==> config.mk <==
export PLATFORM = sky130hd
export DESIGN_NAME = tpmc_ctrl
export DESIGN_NICKNAME = d
export VERILOG_FILES = /design/src/hw/tpmc_pkg.sv /design/src/hw/tpmc_sync.sv /design/src/hw/tpmc_ctrl.sv
export SDC_FILE = /design/constraint.sdc
export NUM_CORES = 1
export LEC_CHECK = 0
export BUFFER_PORTS_ARGS = -buffer_cell sky130_fd_sc_hd__buf_2
export CAP_MARGIN = 10
export CORE_MARGIN = 2
export CORE_UTILIZATION = 52
export CTS_CLUSTER_DIAMETER = 40
export DETAILED_ROUTE_END_ITERATION = 7
export PLACE_DENSITY = 0.84
export SLEW_MARGIN = 40
export SYNTH_ARGS = -nofsm -noshare
export SYNTH_HDL_FRONTEND = slang
export SYNTH_SLANG_ARGS = --single-unit
==> constraint.sdc <==
create_clock -name clk_i -period 2.9 [get_ports clk_i]
set_input_delay 0.29 -clock clk_i [delete_from_list [all_inputs] [get_ports clk_i]]
set_output_delay 0.29 -clock clk_i [all_outputs]
set_load 0.01 [all_outputs]
==> src/hw/tpmc_pkg.sv <==
// Purpose: Constants for the transceiver power mode controller
// Assumes: 100 MHz clock, three drivers and three receivers
// Notes:   Register map is software-visible status and control
package tpmc_pkg;

    // ------------------------------------------------------------
    // Geometry and timing
    // ------------------------------------------------------------
    localparam int          NUM_LANES     = 3;
    localparam int          CLK_MHZ       = 100;
    localparam int          IDLE_SEC      = 30;
    localparam longint      IDLE_CYCLES   = longint'(IDLE_SEC) * 1000000
                                            * CLK_MHZ;
    localparam int          CNT_W         = 32;

    // ------------------------------------------------------------
    // Register map (byte addresses)
    // ------------------------------------------------------------
    localparam int          ADDR_W        = 4;
    localparam logic [3:0]  OFS_STATUS    = 4'h0;
    localparam logic [3:0]  OFS_IRQ_STAT  = 4'h4;
    localparam logic [3:0]  OFS_IRQ_MASK  = 4'h8;
    localparam logic [3:0]  OFS_CONTROL   = 4'hc;

    // Status fields
    localparam int          ST_ACTIVE     = 0;
    localparam int          ST_VALID      = 1;
    localparam int          ST_RECENT     = 2;
    localparam int          ST_PUMP_OK    = 3;

    // Interrupt event bits
    localparam int          EV_WAKE       = 0;
    localparam int          EV_SLEEP      = 1;
    localparam int          EV_VALID_CHG  = 2;
    localparam int          EV_W          = 3;

    // Control fields: bit 0 forces drivers on in any mode except force shutdown low
    localparam int          CT_TEST_ON    = 0;
    localparam logic [31:0] CONTROL_RST   = 32'h0000_0000;
    localparam logic [EV_W-1:0] MASK_RST  = 3'h0;

    // ------------------------------------------------------------
    // Driver state machine
    // ------------------------------------------------------------
    typedef enum logic [1:0] {
        TPMC_OFF  = 2'b00,
        TPMC_PUMP = 2'b01,
        TPMC_ON   = 2'b11
    } tpmc_state_t;

endpackage : tpmc_pkg

==> src/hw/tpmc_sync.sv <==
// Purpose: Two flip-flop synchroniser for a group of asynchronous inputs
// Assumes: Inputs come from pins outside the clock domain
// Notes:   First stage is read only by the second stage
`timescale 1ns/10ps
module tpmc_sync #(
    parameter int W = 1
) (
    // Clock and reset
    input  wire logic         clk_i,
    input  wire logic         rst_i,
    // Data
    input  wire logic [W-1:0] d_i,
    output logic      [W-1:0] q_o
);
    logic [W-1:0] meta_reg;
    logic [W-1:0] meta_next;
    logic [W-1:0] sync_reg;
    logic [W-1:0] sync_next;

    always_comb begin
        meta_next = d_i;
        sync_next = meta_reg;
    end

    always_ff @(posedge clk_i) begin
        if (rst_i) begin
            meta_reg <= '0;
            sync_reg <= '0;
        end else begin
            meta_reg <= meta_next;
            sync_reg <= sync_next;
        end
    end

    assign q_o = sync_reg;
endmodule : tpmc_sync

==> src/hw/tpmc_ctrl.sv <==
// Purpose: Driver enable and pump control for a serial line transceiver
// Assumes: Host drives force pins; line and level flags are asynchronous
// Notes:   Receivers are never gated; only drivers and pumps shut down
//
// Functional notes
// - Force shutdown low tristates all drivers
// - Both forces high keep drivers active
// - Auto mode: recent edge keeps drivers on
// - Auto mode: 30 s idle shuts drivers, pumps
// - Force-active from valid flag: idle and invalid off
// - Both from valid flag: follow valid level
// - Drivers wait for negative rail above 3V
// - Each driver inverts its logic input
// - Valid flag follows receiver level detector
// - Any edge wakes from automatic shutdown
`timescale 1ns/10ps
module tpmc_ctrl
    import tpmc_pkg::*;
#(
    parameter longint IDLE_LIMIT = IDLE_CYCLES
) (
    // Clock and reset
    input  wire logic                     clk_i,
    input  wire logic                     rst_i,
    // Force controls from host
    input  wire logic                     force_active_in_i,
    input  wire logic                     force_shutdown_n_in_i,
    // Line side
    input  wire logic [NUM_LANES-1:0]     rx_line_i,
    input  wire logic [NUM_LANES-1:0]     tx_data_i,
    input  wire logic                     rx_level_ok_i,
    input  wire logic                     neg_rail_ok_i,
    output logic      [NUM_LANES-1:0]     tx_line_o,
    output logic      [NUM_LANES-1:0]     tx_line_oe_o,
    output logic      [NUM_LANES-1:0]     rx_data_o,
    output logic                          pump_en_o,
    output logic                          level_valid_o,
    // Register port
    input  wire logic [tpmc_pkg::ADDR_W-1:0] addr_i,
    input  wire logic [31:0]              wdata_i,
    input  wire logic                     wr_i,
    input  wire logic                     rd_i,
    output logic      [31:0]              rdata_o,
    // Interrupt
    output logic                          irq_o
);
    localparam int SW = 2 * NUM_LANES + 4;

    // ------------------------------------------------------------
    // Input synchronisers
    // ------------------------------------------------------------
    logic [SW-1:0] raw;
    logic [SW-1:0] syn;
    assign raw = {neg_rail_ok_i, rx_level_ok_i, force_shutdown_n_in_i,
                  force_active_in_i, tx_data_i, rx_line_i};

    tpmc_sync #(.W(SW)) u_sync (
        .clk_i (clk_i),
        .rst_i (rst_i),
        .d_i   (raw),
        .q_o   (syn)
    );

    logic [NUM_LANES-1:0] rx_s;
    logic [NUM_LANES-1:0] tx_s;
    logic                 fa_s;
    logic                 fs_n_s;
    logic                 valid_s;
    logic                 rail_s;
    assign rx_s    = syn[NUM_LANES-1:0];
    assign tx_s    = syn[2*NUM_LANES-1:NUM_LANES];
    assign fa_s    = syn[2*NUM_LANES];
    assign fs_n_s  = syn[2*NUM_LANES+1];
    assign valid_s = syn[2*NUM_LANES+2];
    assign rail_s  = syn[2*NUM_LANES+3];

    // ------------------------------------------------------------
    // Edge detection and inactivity timer
    // ------------------------------------------------------------
    logic [2*NUM_LANES-1:0] prev_reg;
    logic [2*NUM_LANES-1:0] prev_next;
    logic [CNT_W-1:0]       idle_reg;
    logic [CNT_W-1:0]       idle_next;
    logic                   recent_reg;
    logic                   recent_next;
    logic                   edge_seen;

    localparam logic [CNT_W-1:0] IDLE_MAX = IDLE_LIMIT[CNT_W-1:0];

    // Timer saturates so a long quiet line never wraps back to recent
    always_comb begin
        prev_next   = {tx_s, rx_s};
        edge_seen   = |(prev_next ^ prev_reg);
        idle_next   = idle_reg;
        recent_next = recent_reg;
        if (edge_seen) begin
            idle_next   = '0;
            recent_next = 1'b1;
        end else if (idle_reg >= IDLE_MAX - 1) begin
            recent_next = 1'b0;
        end else begin
            idle_next = idle_reg + 1'b1;
        end
    end

    always_ff @(posedge clk_i) begin
        if (rst_i) begin
            prev_reg   <= '0;
            idle_reg   <= '0;
            recent_reg <= 1'b1;
        end else begin
            prev_reg   <= prev_next;
            idle_reg   <= idle_next;
            recent_reg <= recent_next;
        end
    end

    // ------------------------------------------------------------
    // Mode decision
    // ------------------------------------------------------------
    logic [31:0] control_reg;
    logic        want_on;

    // Tying a force pin to the valid flag shows up as the same level
    always_comb begin
        if (!fs_n_s) begin
            want_on = 1'b0;
        end else if (fa_s) begin
            want_on = 1'b1;
        end else begin
            want_on = recent_reg;
        end
        if (control_reg[CT_TEST_ON] && fs_n_s) begin
            want_on = 1'b1;
        end
    end

    // ------------------------------------------------------------
    // Driver state machine
    // ------------------------------------------------------------
    tpmc_state_t state_reg;
    tpmc_state_t state_next;

    function automatic logic drives(input tpmc_state_t s);
        return s == TPMC_ON;
    endfunction : drives

    function automatic logic pumps(input tpmc_state_t s);
        return s != TPMC_OFF;
    endfunction : pumps

    always_comb begin
        case (state_reg)
            TPMC_OFF:  state_next = want_on ? TPMC_PUMP : TPMC_OFF;
            TPMC_PUMP: begin
                if (!want_on) begin
                    state_next = TPMC_OFF;
                end else if (rail_s) begin
                    state_next = TPMC_ON;
                end else begin
                    state_next = TPMC_PUMP;
                end
            end
            TPMC_ON:   state_next = want_on ? TPMC_ON : TPMC_OFF;
            default:   state_next = TPMC_OFF;
        endcase
    end

    // Drivers only go from PUMP to ON once the synchronised rail reads good
    always_ff @(posedge clk_i) begin
        if (rst_i) begin
            state_reg <= TPMC_OFF;
        end else begin
            state_reg <= state_next;
        end
    end

    // ------------------------------------------------------------
    // Line outputs
    // ------------------------------------------------------------
    logic [NUM_LANES-1:0] tx_line_reg;
    logic [NUM_LANES-1:0] tx_oe_reg;
    logic [NUM_LANES-1:0] rx_out_reg;
    logic                 pump_reg;
    logic                 valid_reg;
    logic [NUM_LANES-1:0] tx_line_next;
    logic [NUM_LANES-1:0] tx_oe_next;
    logic [NUM_LANES-1:0] rx_out_next;
    logic                 pump_next;
    logic                 valid_next;

    // Each lane inverts its own data; the lanes share one enable
    for (genvar g = 0; g < NUM_LANES; g++) begin : g_lane
        assign tx_line_next[g] = ~tx_s[g];
    end

    always_comb begin
        tx_oe_next  = drives(state_next) ? '1 : '0;
        pump_next   = pumps(state_next);
        rx_out_next = rx_s; // Receivers stay active in every mode
        valid_next  = valid_s;
    end

    always_ff @(posedge clk_i) begin
        if (rst_i) begin
            tx_line_reg <= '0;
            tx_oe_reg   <= '0;
            rx_out_reg  <= '0;
            pump_reg    <= 1'b0;
            valid_reg   <= 1'b0;
        end else begin
            tx_line_reg <= tx_line_next;
            tx_oe_reg   <= tx_oe_next;
            rx_out_reg  <= rx_out_next;
            pump_reg    <= pump_next;
            valid_reg   <= valid_next;
        end
    end

    // ------------------------------------------------------------
    // Registers and interrupt
    // ------------------------------------------------------------
    logic [EV_W-1:0] ev;
    logic [EV_W-1:0] stat_reg;
    logic [EV_W-1:0] stat_next;
    logic [EV_W-1:0] mask_reg;
    logic [EV_W-1:0] mask_next;
    logic [31:0]     control_next;
    logic [31:0]     rdata_reg;
    logic [31:0]     rdata_next;
    logic            irq_reg;
    logic            irq_next;

    function automatic logic hit(input logic [ADDR_W-1:0] a,
                                 input logic [ADDR_W-1:0] o);
        return a == o;
    endfunction : hit

    always_comb begin
        ev               = '0;
        ev[EV_WAKE]      = drives(state_next) && !drives(state_reg);
        ev[EV_SLEEP]     = !pumps(state_next) && pumps(state_reg);
        ev[EV_VALID_CHG] = valid_s ^ valid_reg;
        stat_next        = stat_reg;
        if (rd_i && hit(addr_i, OFS_IRQ_STAT)) begin
            stat_next = '0;
        end
        // Set wins over the read clear so no event is lost
        stat_next    = stat_next | ev;
        mask_next    = mask_reg;
        control_next = control_reg;
        if (wr_i && hit(addr_i, OFS_IRQ_MASK)) begin
            mask_next = wdata_i[EV_W-1:0];
        end
        if (wr_i && hit(addr_i, OFS_CONTROL)) begin
            control_next = {31'h0, wdata_i[CT_TEST_ON]};
        end
        rdata_next = '0;
        if (rd_i) begin
            case (addr_i)
                OFS_STATUS: begin
                    rdata_next[ST_ACTIVE]  = drives(state_reg);
                    rdata_next[ST_VALID]   = valid_reg;
                    rdata_next[ST_RECENT]  = recent_reg;
                    // Rail is read live so software can watch it settle
                    rdata_next[ST_PUMP_OK] = rail_s;
                end
                OFS_IRQ_STAT: rdata_next[EV_W-1:0] = stat_reg;
                OFS_IRQ_MASK: rdata_next[EV_W-1:0] = mask_reg;
                OFS_CONTROL:  rdata_next = control_reg;
                default:      rdata_next = '0;
            endcase
        end
        irq_next = |(stat_next & mask_next);
    end

    always_ff @(posedge clk_i) begin
        if (rst_i) begin
            stat_reg    <= '0;
            mask_reg    <= MASK_RST;
            control_reg <= CONTROL_RST;
            rdata_reg   <= '0;
            irq_reg     <= 1'b0;
        end else begin
            stat_reg    <= stat_next;
            mask_reg    <= mask_next;
            control_reg <= control_next;
            rdata_reg   <= rdata_next;
            irq_reg     <= irq_next;
        end
    end

    assign tx_line_o     = tx_line_reg;
    assign tx_line_oe_o  = tx_oe_reg;
    assign rx_data_o     = rx_out_reg;
    assign pump_en_o     = pump_reg;
    assign level_valid_o = valid_reg;
    assign rdata_o       = rdata_reg;
    assign irq_o         = irq_reg;
endmodule : tpmc_ctrl

==> results of run 1 <==
-- path summary, 6_finish.rpt --
check / start / to / cells after the start
worst min register to register: u_sync.meta_reg[0] / u_sync.q_o[0] / 1
worst max-delay path: idle_reg[0] / idle_reg[19] / 7
worst min-delay path: tx_data_i[0] / u_sync.meta_reg[3] / 2
worst max register to register: idle_reg[0] / idle_reg[19] / 7
-- power groups by stage --
stage	Sequential, uW	Clock [uW]	Combinational, uW
2_1_floorplan	1140	0	99.7
3_3_place_gp	1140	0	99.3
3_5_place_dp	1140	0	103
4_1_cts	1120	729	103
5_1_grt	1120	785	115
6_report	1120	707	103
-- worst max-delay path: cells and delay by family (launching register included) --
family / cells / cell delay, ns
AOI/OAI and AO/OA: 3 / 0.46
DFF: 1 / 0.36
adders and majority gates: 1 / 0.25
and+or+nand+nor: 3 / 1.31
-- cells by family (layout without fill, tap and decap cells) --
family	count (synthesis)	after routing	synth area share
other cells	1	28	0.001095
simple gates	141	141	0.2224
flops	79	79	0.4617
buf+inv	57	64	0.1041
xor+xnor	22	22	0.05624
mux	6	6	0.01790
compound gates	68	68	0.1329
fa+ha+maj	1	1	0.003652
-- area by class of cell --
type | instances | area (sq um) | share of cell area
timing repair buffer | 40 | 210.2 | 0.05712
tap | 77 | 96.34 | 0.02618
multi-input combinational | 266 | 1589 | 0.4318
inverter | 9 | 33.78 | 0.009181
clock inverter | 6 | 45.04 | 0.01224
clock buffer | 9 | 123.9 | 0.03366
sequential | 79 | 1582 | 0.4298
-- per-layer routing --
layer,vias up,part of all wire,track usage
li1,1295,-,-
met4,0,0.019,0.07215
met3,10,0.056,0.05253
met2,74,0.50,0.3054
met1,1185,0.42,0.1907
met5,-,0,0
-- stage by stage --
stage,cell area [sq um],setup WS [ns],hold WS (ns)
final,3680,0.4598,0.1382
after global routing,3680,0.3398,0.1315
after CTS,3680,0.4619,0.1209
after detailed placement,3511,0.4842,0.4245
after global placement,3511,0.5543,0.4169
after floorplan,3527,0.7331,0.3667
-- cells in the mapped netlist (3+ instances only) --
cell type and count:
nor2_1 34, buf_2 3, or3_1 8, nand2_1 14, nand3b_1 4, o21ai_0 8, and4_1 3, inv_1 9
nor3_1 8, a21o_1 5, o31ai_1 3, nand4_1 7, a21oi_1 27, nand3_1 18, xnor2_1 18, mux2i_1 5
a211oi_1 7, dfxtp_1 79, and3_1 5, clkbuf_1 10, nor2b_1 30, xor2_1 4, buf_4 33
==> results.sh, run 1 <==
export IMPL_status="finished clean"
export IMPL_drive_above_1_share=0.1589
export IMPL_min_period_ns=2.440
export IMPL_final_cell_mix="dfxtp_1 (79), buf_2 (36), nor2_1 (34), nor2b_1 (30), conb_1 (28)"
export IMPL_num_rows=29
export IMPL_grt_pass1_vias=2351
export IMPL_syn_avg_cell_area_sq_um=9.135
export IMPL_gr_total_overflow=0
export IMPL_start_util=0.5395
export IMPL_synth_top_cell_by_area="dfxtp_1"
export IMPL_cellInternalPower_uw=1455
export IMPL_num_antenna_cells=0
export IMPL_relSlewSlack=0.5296
export IMPL_p_leak_uw=0.001415
export IMPL_cts_resized=0
export IMPL_combPwrFrac=0.053
export IMPL_crit_type="flop to flop"
export IMPL_grt_usage=0.1723
export IMPL_crit_chain="ha_1, and4_1, a21oi_2, o221ai_2, and2_0, or4_1, a21oi_1"
export IMPL_wire_per_inst_um=12.32
export IMPL_syn_area_sq_um=3426
export IMPL_critPathMaxFanout=16
export IMPL_vdd_drop_max_mv=0.4353
export IMPL_clockRootBuffer="clkbuf_8"
export IMPL_dieArea_sq_um=7253
export IMPL_hold_viol=0
export IMPL_vias=2564
export IMPL_crit_path_top_delay_cell="or4_1"
export IMPL_largest_reg_flops=32
export IMPL_areaGrowthSynthToFinish_pct=7.414
export IMPL_cts_setup_buffers=0
export IMPL_worstPathRequired_ns=3.18
export IMPL_end_kind="flop"
export IMPL_gp_congestion=0.8154
export IMPL_arrival_ns=2.72
export IMPL_ys_flop_type="dfxtp_1"
export IMPL_p_seq_frac=0.580
export IMPL_p_sw_frac=0.2453
export IMPL_setup_tns_ns=0
export IMPL_hp_class="input pin to flop"
export IMPL_clock_latency_ns=0.36
export IMPL_syn_inst=375
export IMPL_fmax_mhz=409.8
export IMPL_synth_cell_types=48
export IMPL_port_buffer_count=36
export IMPL_rrSetupSlack_ns=0.46
export IMPL_first_pass_iters=4
export IMPL_power_frac_clock=0.367
export IMPL_ys_ff_latch=79
export IMPL_maxSlewViolCount=0
export IMPL_p_switching_uw=473.0
export IMPL_worst_pin_slew_ns=0.7052
export IMPL_powerDensity_nw_per_um2=524.0
export IMPL_final_common_cell="dfxtp_1"
export IMPL_numCtsBuffers=9
export IMPL_maxCapViolCount=0
export IMPL_coreArea_sq_um=6350
export IMPL_skew_ns=0.007923
export IMPL_finalWirelength_um=5986
export IMPL_cts_tree="done"
export IMPL_antenna_left=0
export IMPL_htree_levels=3
export IMPL_fill_cells=551
export IMPL_fp_dieW_um=85.17
export IMPL_die_h_um=85.17
export IMPL_drtIter0Drc=152
export IMPL_dp_cells=471
export IMPL_grt_max_degree=45
export IMPL_power_total_uw=1928
export IMPL_holdBufCountCts=0
export IMPL_cts_sinks=79
export IMPL_synth_area_leaders="dfxtp_1 (46%), buf_4 (7.2%), nor2b_1 (5.5%)"
export IMPL_final_util=0.5795
export IMPL_vias_per_cell=5.276
export IMPL_period_share=0.8414
export IMPL_start_kind="flop"
export IMPL_netlist_area_leader_share=0.4617
export IMPL_hpwl_um=4148
export IMPL_cts_buffer_depth=2
export IMPL_ys_seq_area_frac=0.4617
export IMPL_fin_cells=486
export IMPL_fin_nets=456
export IMPL_synth_edf_count=0
export IMPL_ys_warn_count=0
export IMPL_cp_slowest_stage_delay_ns=0.59
export IMPL_antenna_found_initial=0
export IMPL_ys_async_sr_fraction=0
export IMPL_rsz0062_at_grt="no"
export IMPL_clk_pin_slew_ns=0.08
export IMPL_ios=94
export IMPL_finalSetupViolCount=0
export IMPL_drc=0
export IMPL_grt_pass1_wl_um=10030
No activity file was read; power rests on OpenSTA's default activity.
==> inputs of run 2 (changes only) <==
Settings changed: ABC_AREA from default to 1, CORE_UTILIZATION 52 to 49, PLACE_DENSITY 0.84 to 0.82.
Clock period 2.9 ns to 2 ns, I/O delays scaled along.
==> run 2 against run 1 <==
  * Synthesized cell count up 60%
  * Maximum frequency is 38% higher
  * Critical path type unchanged
  * Flip-flop and latch count did not move
  * Global-route usage rose by 2.5 points
  * Total power grew 65%
  * Clock skew up 0.0033 ns
  * Final area grew 20%
  * Via count is 38% higher
==> results.sh, run 2 <==
export IMPL_antenna_left=0
export IMPL_grt_max_degree=41
export IMPL_clock_latency_ns=0.35
export IMPL_vias_per_cell=4.728
export IMPL_die_h_um=95.02
export IMPL_status="finished clean"
export IMPL_final_common_cell="nand2_1"
export IMPL_largest_reg_flops=32
export IMPL_netlist_area_leader_share=0.3896
export IMPL_grt_pass1_vias=3324
export IMPL_synth_cell_types=33
export IMPL_synth_edf_count=0
export IMPL_start_util=0.4990
export IMPL_gp_congestion=0.9633
export IMPL_hp_class="input pin to flop"
export IMPL_final_util=0.5441
export IMPL_cts_setup_buffers=0
export IMPL_critPathMaxFanout=17
export IMPL_fin_cells=747
export IMPL_holdWs_ns=0.04713
export IMPL_ys_flop_type="dfxtp_1"
export IMPL_port_buffer_count=36
export IMPL_setup_tns_ns=0
export IMPL_finalSetupViolCount=0
export IMPL_drtIter0Drc=185
export IMPL_synthAdderAreaFrac=0.003083
export IMPL_vdd_drop_max_mv=0.6184
export IMPL_grt_pass1_wl_um=14100
export IMPL_ys_seq_area_frac=0.3896
export IMPL_htree_levels=3
export IMPL_maxCapViolCount=0
export IMPL_worstPathRequired_ns=2.24
export IMPL_numCtsBuffers=9
export IMPL_relSlewSlack=0.6619
export IMPL_dp_cells=732
export IMPL_final_cell_mix="nand2_1 (152), nor2_1 (113), dfxtp_1 (79), inv_1 (71), buf_2 (36)"
export IMPL_cp_slowest_stage_delay_ns=0.39
export IMPL_synthSimpleGateAreaFrac=0.3480
export IMPL_fmax_mhz=564.7
export IMPL_yosysMostFrequentCell="nand2_1"
export IMPL_fin_nets=689
export IMPL_maxSlewViolCount=0
export IMPL_hpwl_um=6115
export IMPL_drc=0
export IMPL_syn_area_sq_um=4059
export IMPL_synth_common_cells="nand2_1 (152), nor2_1 (113), dfxtp_1 (79), inv_1 (71), buf_4 (35)"
export IMPL_worst_pin_slew_ns=0.5018
export IMPL_clk_pin_slew_ns=0.08
export IMPL_wire_per_inst_um=10.85
export IMPL_end_kind="flop"
export IMPL_vias=3532
export IMPL_skew_ns=0.01118
export IMPL_crit_path_top_delay_cell="dfxtp_1"
export IMPL_critPathBufInv=3
export IMPL_fp_dieW_um=95.02
export IMPL_syn_avg_cell_area_sq_um=6.754
export IMPL_cts_tree="done"
export IMPL_finalWirelength_um=8104
export IMPL_ios=94
export IMPL_num_antenna_cells=0
export IMPL_powerDensity_nw_per_um2=720.2
export IMPL_layout_setup_ws_ns=0.2291
export IMPL_period_share=0.8854
export IMPL_clockRootBuffer="clkbuf_8"
export IMPL_synth_compound_area_frac=0.05888
export IMPL_coreArea_sq_um=8134
export IMPL_num_rows=33
export IMPL_areaGrowthSynthToFinish_pct=9.032
export IMPL_ys_ff_latch=79
export IMPL_synth_top_family_by_area="simple AND/OR/NAND/NOR gates"
export IMPL_muxShareOfSynthArea=0
export IMPL_antenna_found_initial=0
export IMPL_cts_buffer_depth=2
export IMPL_cts_sinks=79
export IMPL_gr_total_overflow=0
export IMPL_ys_async_sr_fraction=0
export IMPL_crit_type="flop to flop"
export IMPL_arrival_ns=2.01
export IMPL_min_period_ns=1.771
export IMPL_dieArea_sq_um=9028
export IMPL_p_leak_uw=0.001903
export IMPL_hold_viol=0
export IMPL_drive_above_1_share=0.1293
export IMPL_place_ws_ns=0.2177
export IMPL_synth_area_leaders="dfxtp_1 (39%), nand2_1 (14%), nor2_1 (10%)"
export IMPL_ys_warn_count=0
export IMPL_crit_chain="ha_1, nand3_2, inv_2, nand2_4, inv_2, nand2_1, nand2_1, nand2_2, nand2_4, inv_4, o21ai_0, nor2_1"
export IMPL_crit_family="simple AND/OR/NAND/NOR gates"
export IMPL_rsz0062_at_grt="no"
export IMPL_start_kind="flop"
export IMPL_first_pass_iters=4
export IMPL_synth_xor_area_frac=0.03668
export IMPL_synth_top_cell_by_area="dfxtp_1"
export IMPL_syn_inst=601
export IMPL_grt_usage=0.1971
==> run 2: worst paths after layout <==
kind	startpoint	to	slack (ns)	cells past startpoint
setup / recovery	idle_reg[0]	idle_reg[1]	0.23	12
hold / removal	rx_level_ok_i	u_sync.meta_reg[8]	0.05	3
hold reg to reg	u_sync.meta_reg[1]	u_sync.q_o[1]	0.41	2
setup reg to reg	idle_reg[0]	idle_reg[1]	0.23	12
==> run 2: where the power goes <==
group | internal, uW | switching, uW
Sequential | 1610 | 14.9
Combinational | 55.9 | 114
Clock | 827 | 569
Total | 2490 | 697
==> run 2: tightest hold or removal path, delay by kind of cell <==
kind / cells / cell delay, ns
buffers and inverters: 2 / 0.13
and+or+nand+nor: 1 / 0.03
==> run 2: timing repair <==
action,4_1_cts,5_1_grt
hold buffers,0,0
gates resized for setup,0,1
endpoints found under the setup margin,0,3
==> run 2: cell families after synthesis <==
family / Yosys count
AND/OR/NAND/NOR: 335
buffers and inverters: 127
flip-flops: 79
AO/OA/AOI/OAI: 41
XOR/XNOR: 17
adder cells (fa/ha/maj): 1
other: 1
==> run 2: stage by stage <==
stage	cell area (sq um)	total power, uW
finish	4425	3187
global route	4425	3309
CTS	4422	3215
detailed placement	4187	1828
global placement	4187	1822
floorplan	4160	1814
==> run 2: per-layer routing <==
| metal | GRT usage | part of all wire | up-vias |
|---|---|---|---|
| li1 | - | - | 1861 |
| met3 | 0.03636 | 0.053 | 10 |
| met4 | 0.07367 | 0.014 | 0 |
| met5 | 0 | 0 | - |
| met1 | 0.2403 | 0.44 | 1572 |
| met2 | 0.3457 | 0.49 | 89 |
==> run 2: final cells by class <==
cell class / count / area, sq um
clock buffers: 10 / 127.6
clock inverters: 5 / 107.6
repair buffers: 45 / 251.5
inverters: 81 / 307.8
flip-flops and latches: 79 / 1582
fillers: 774 / 3709
multi-input cells: 422 / 1918
well taps: 105 / 131.4
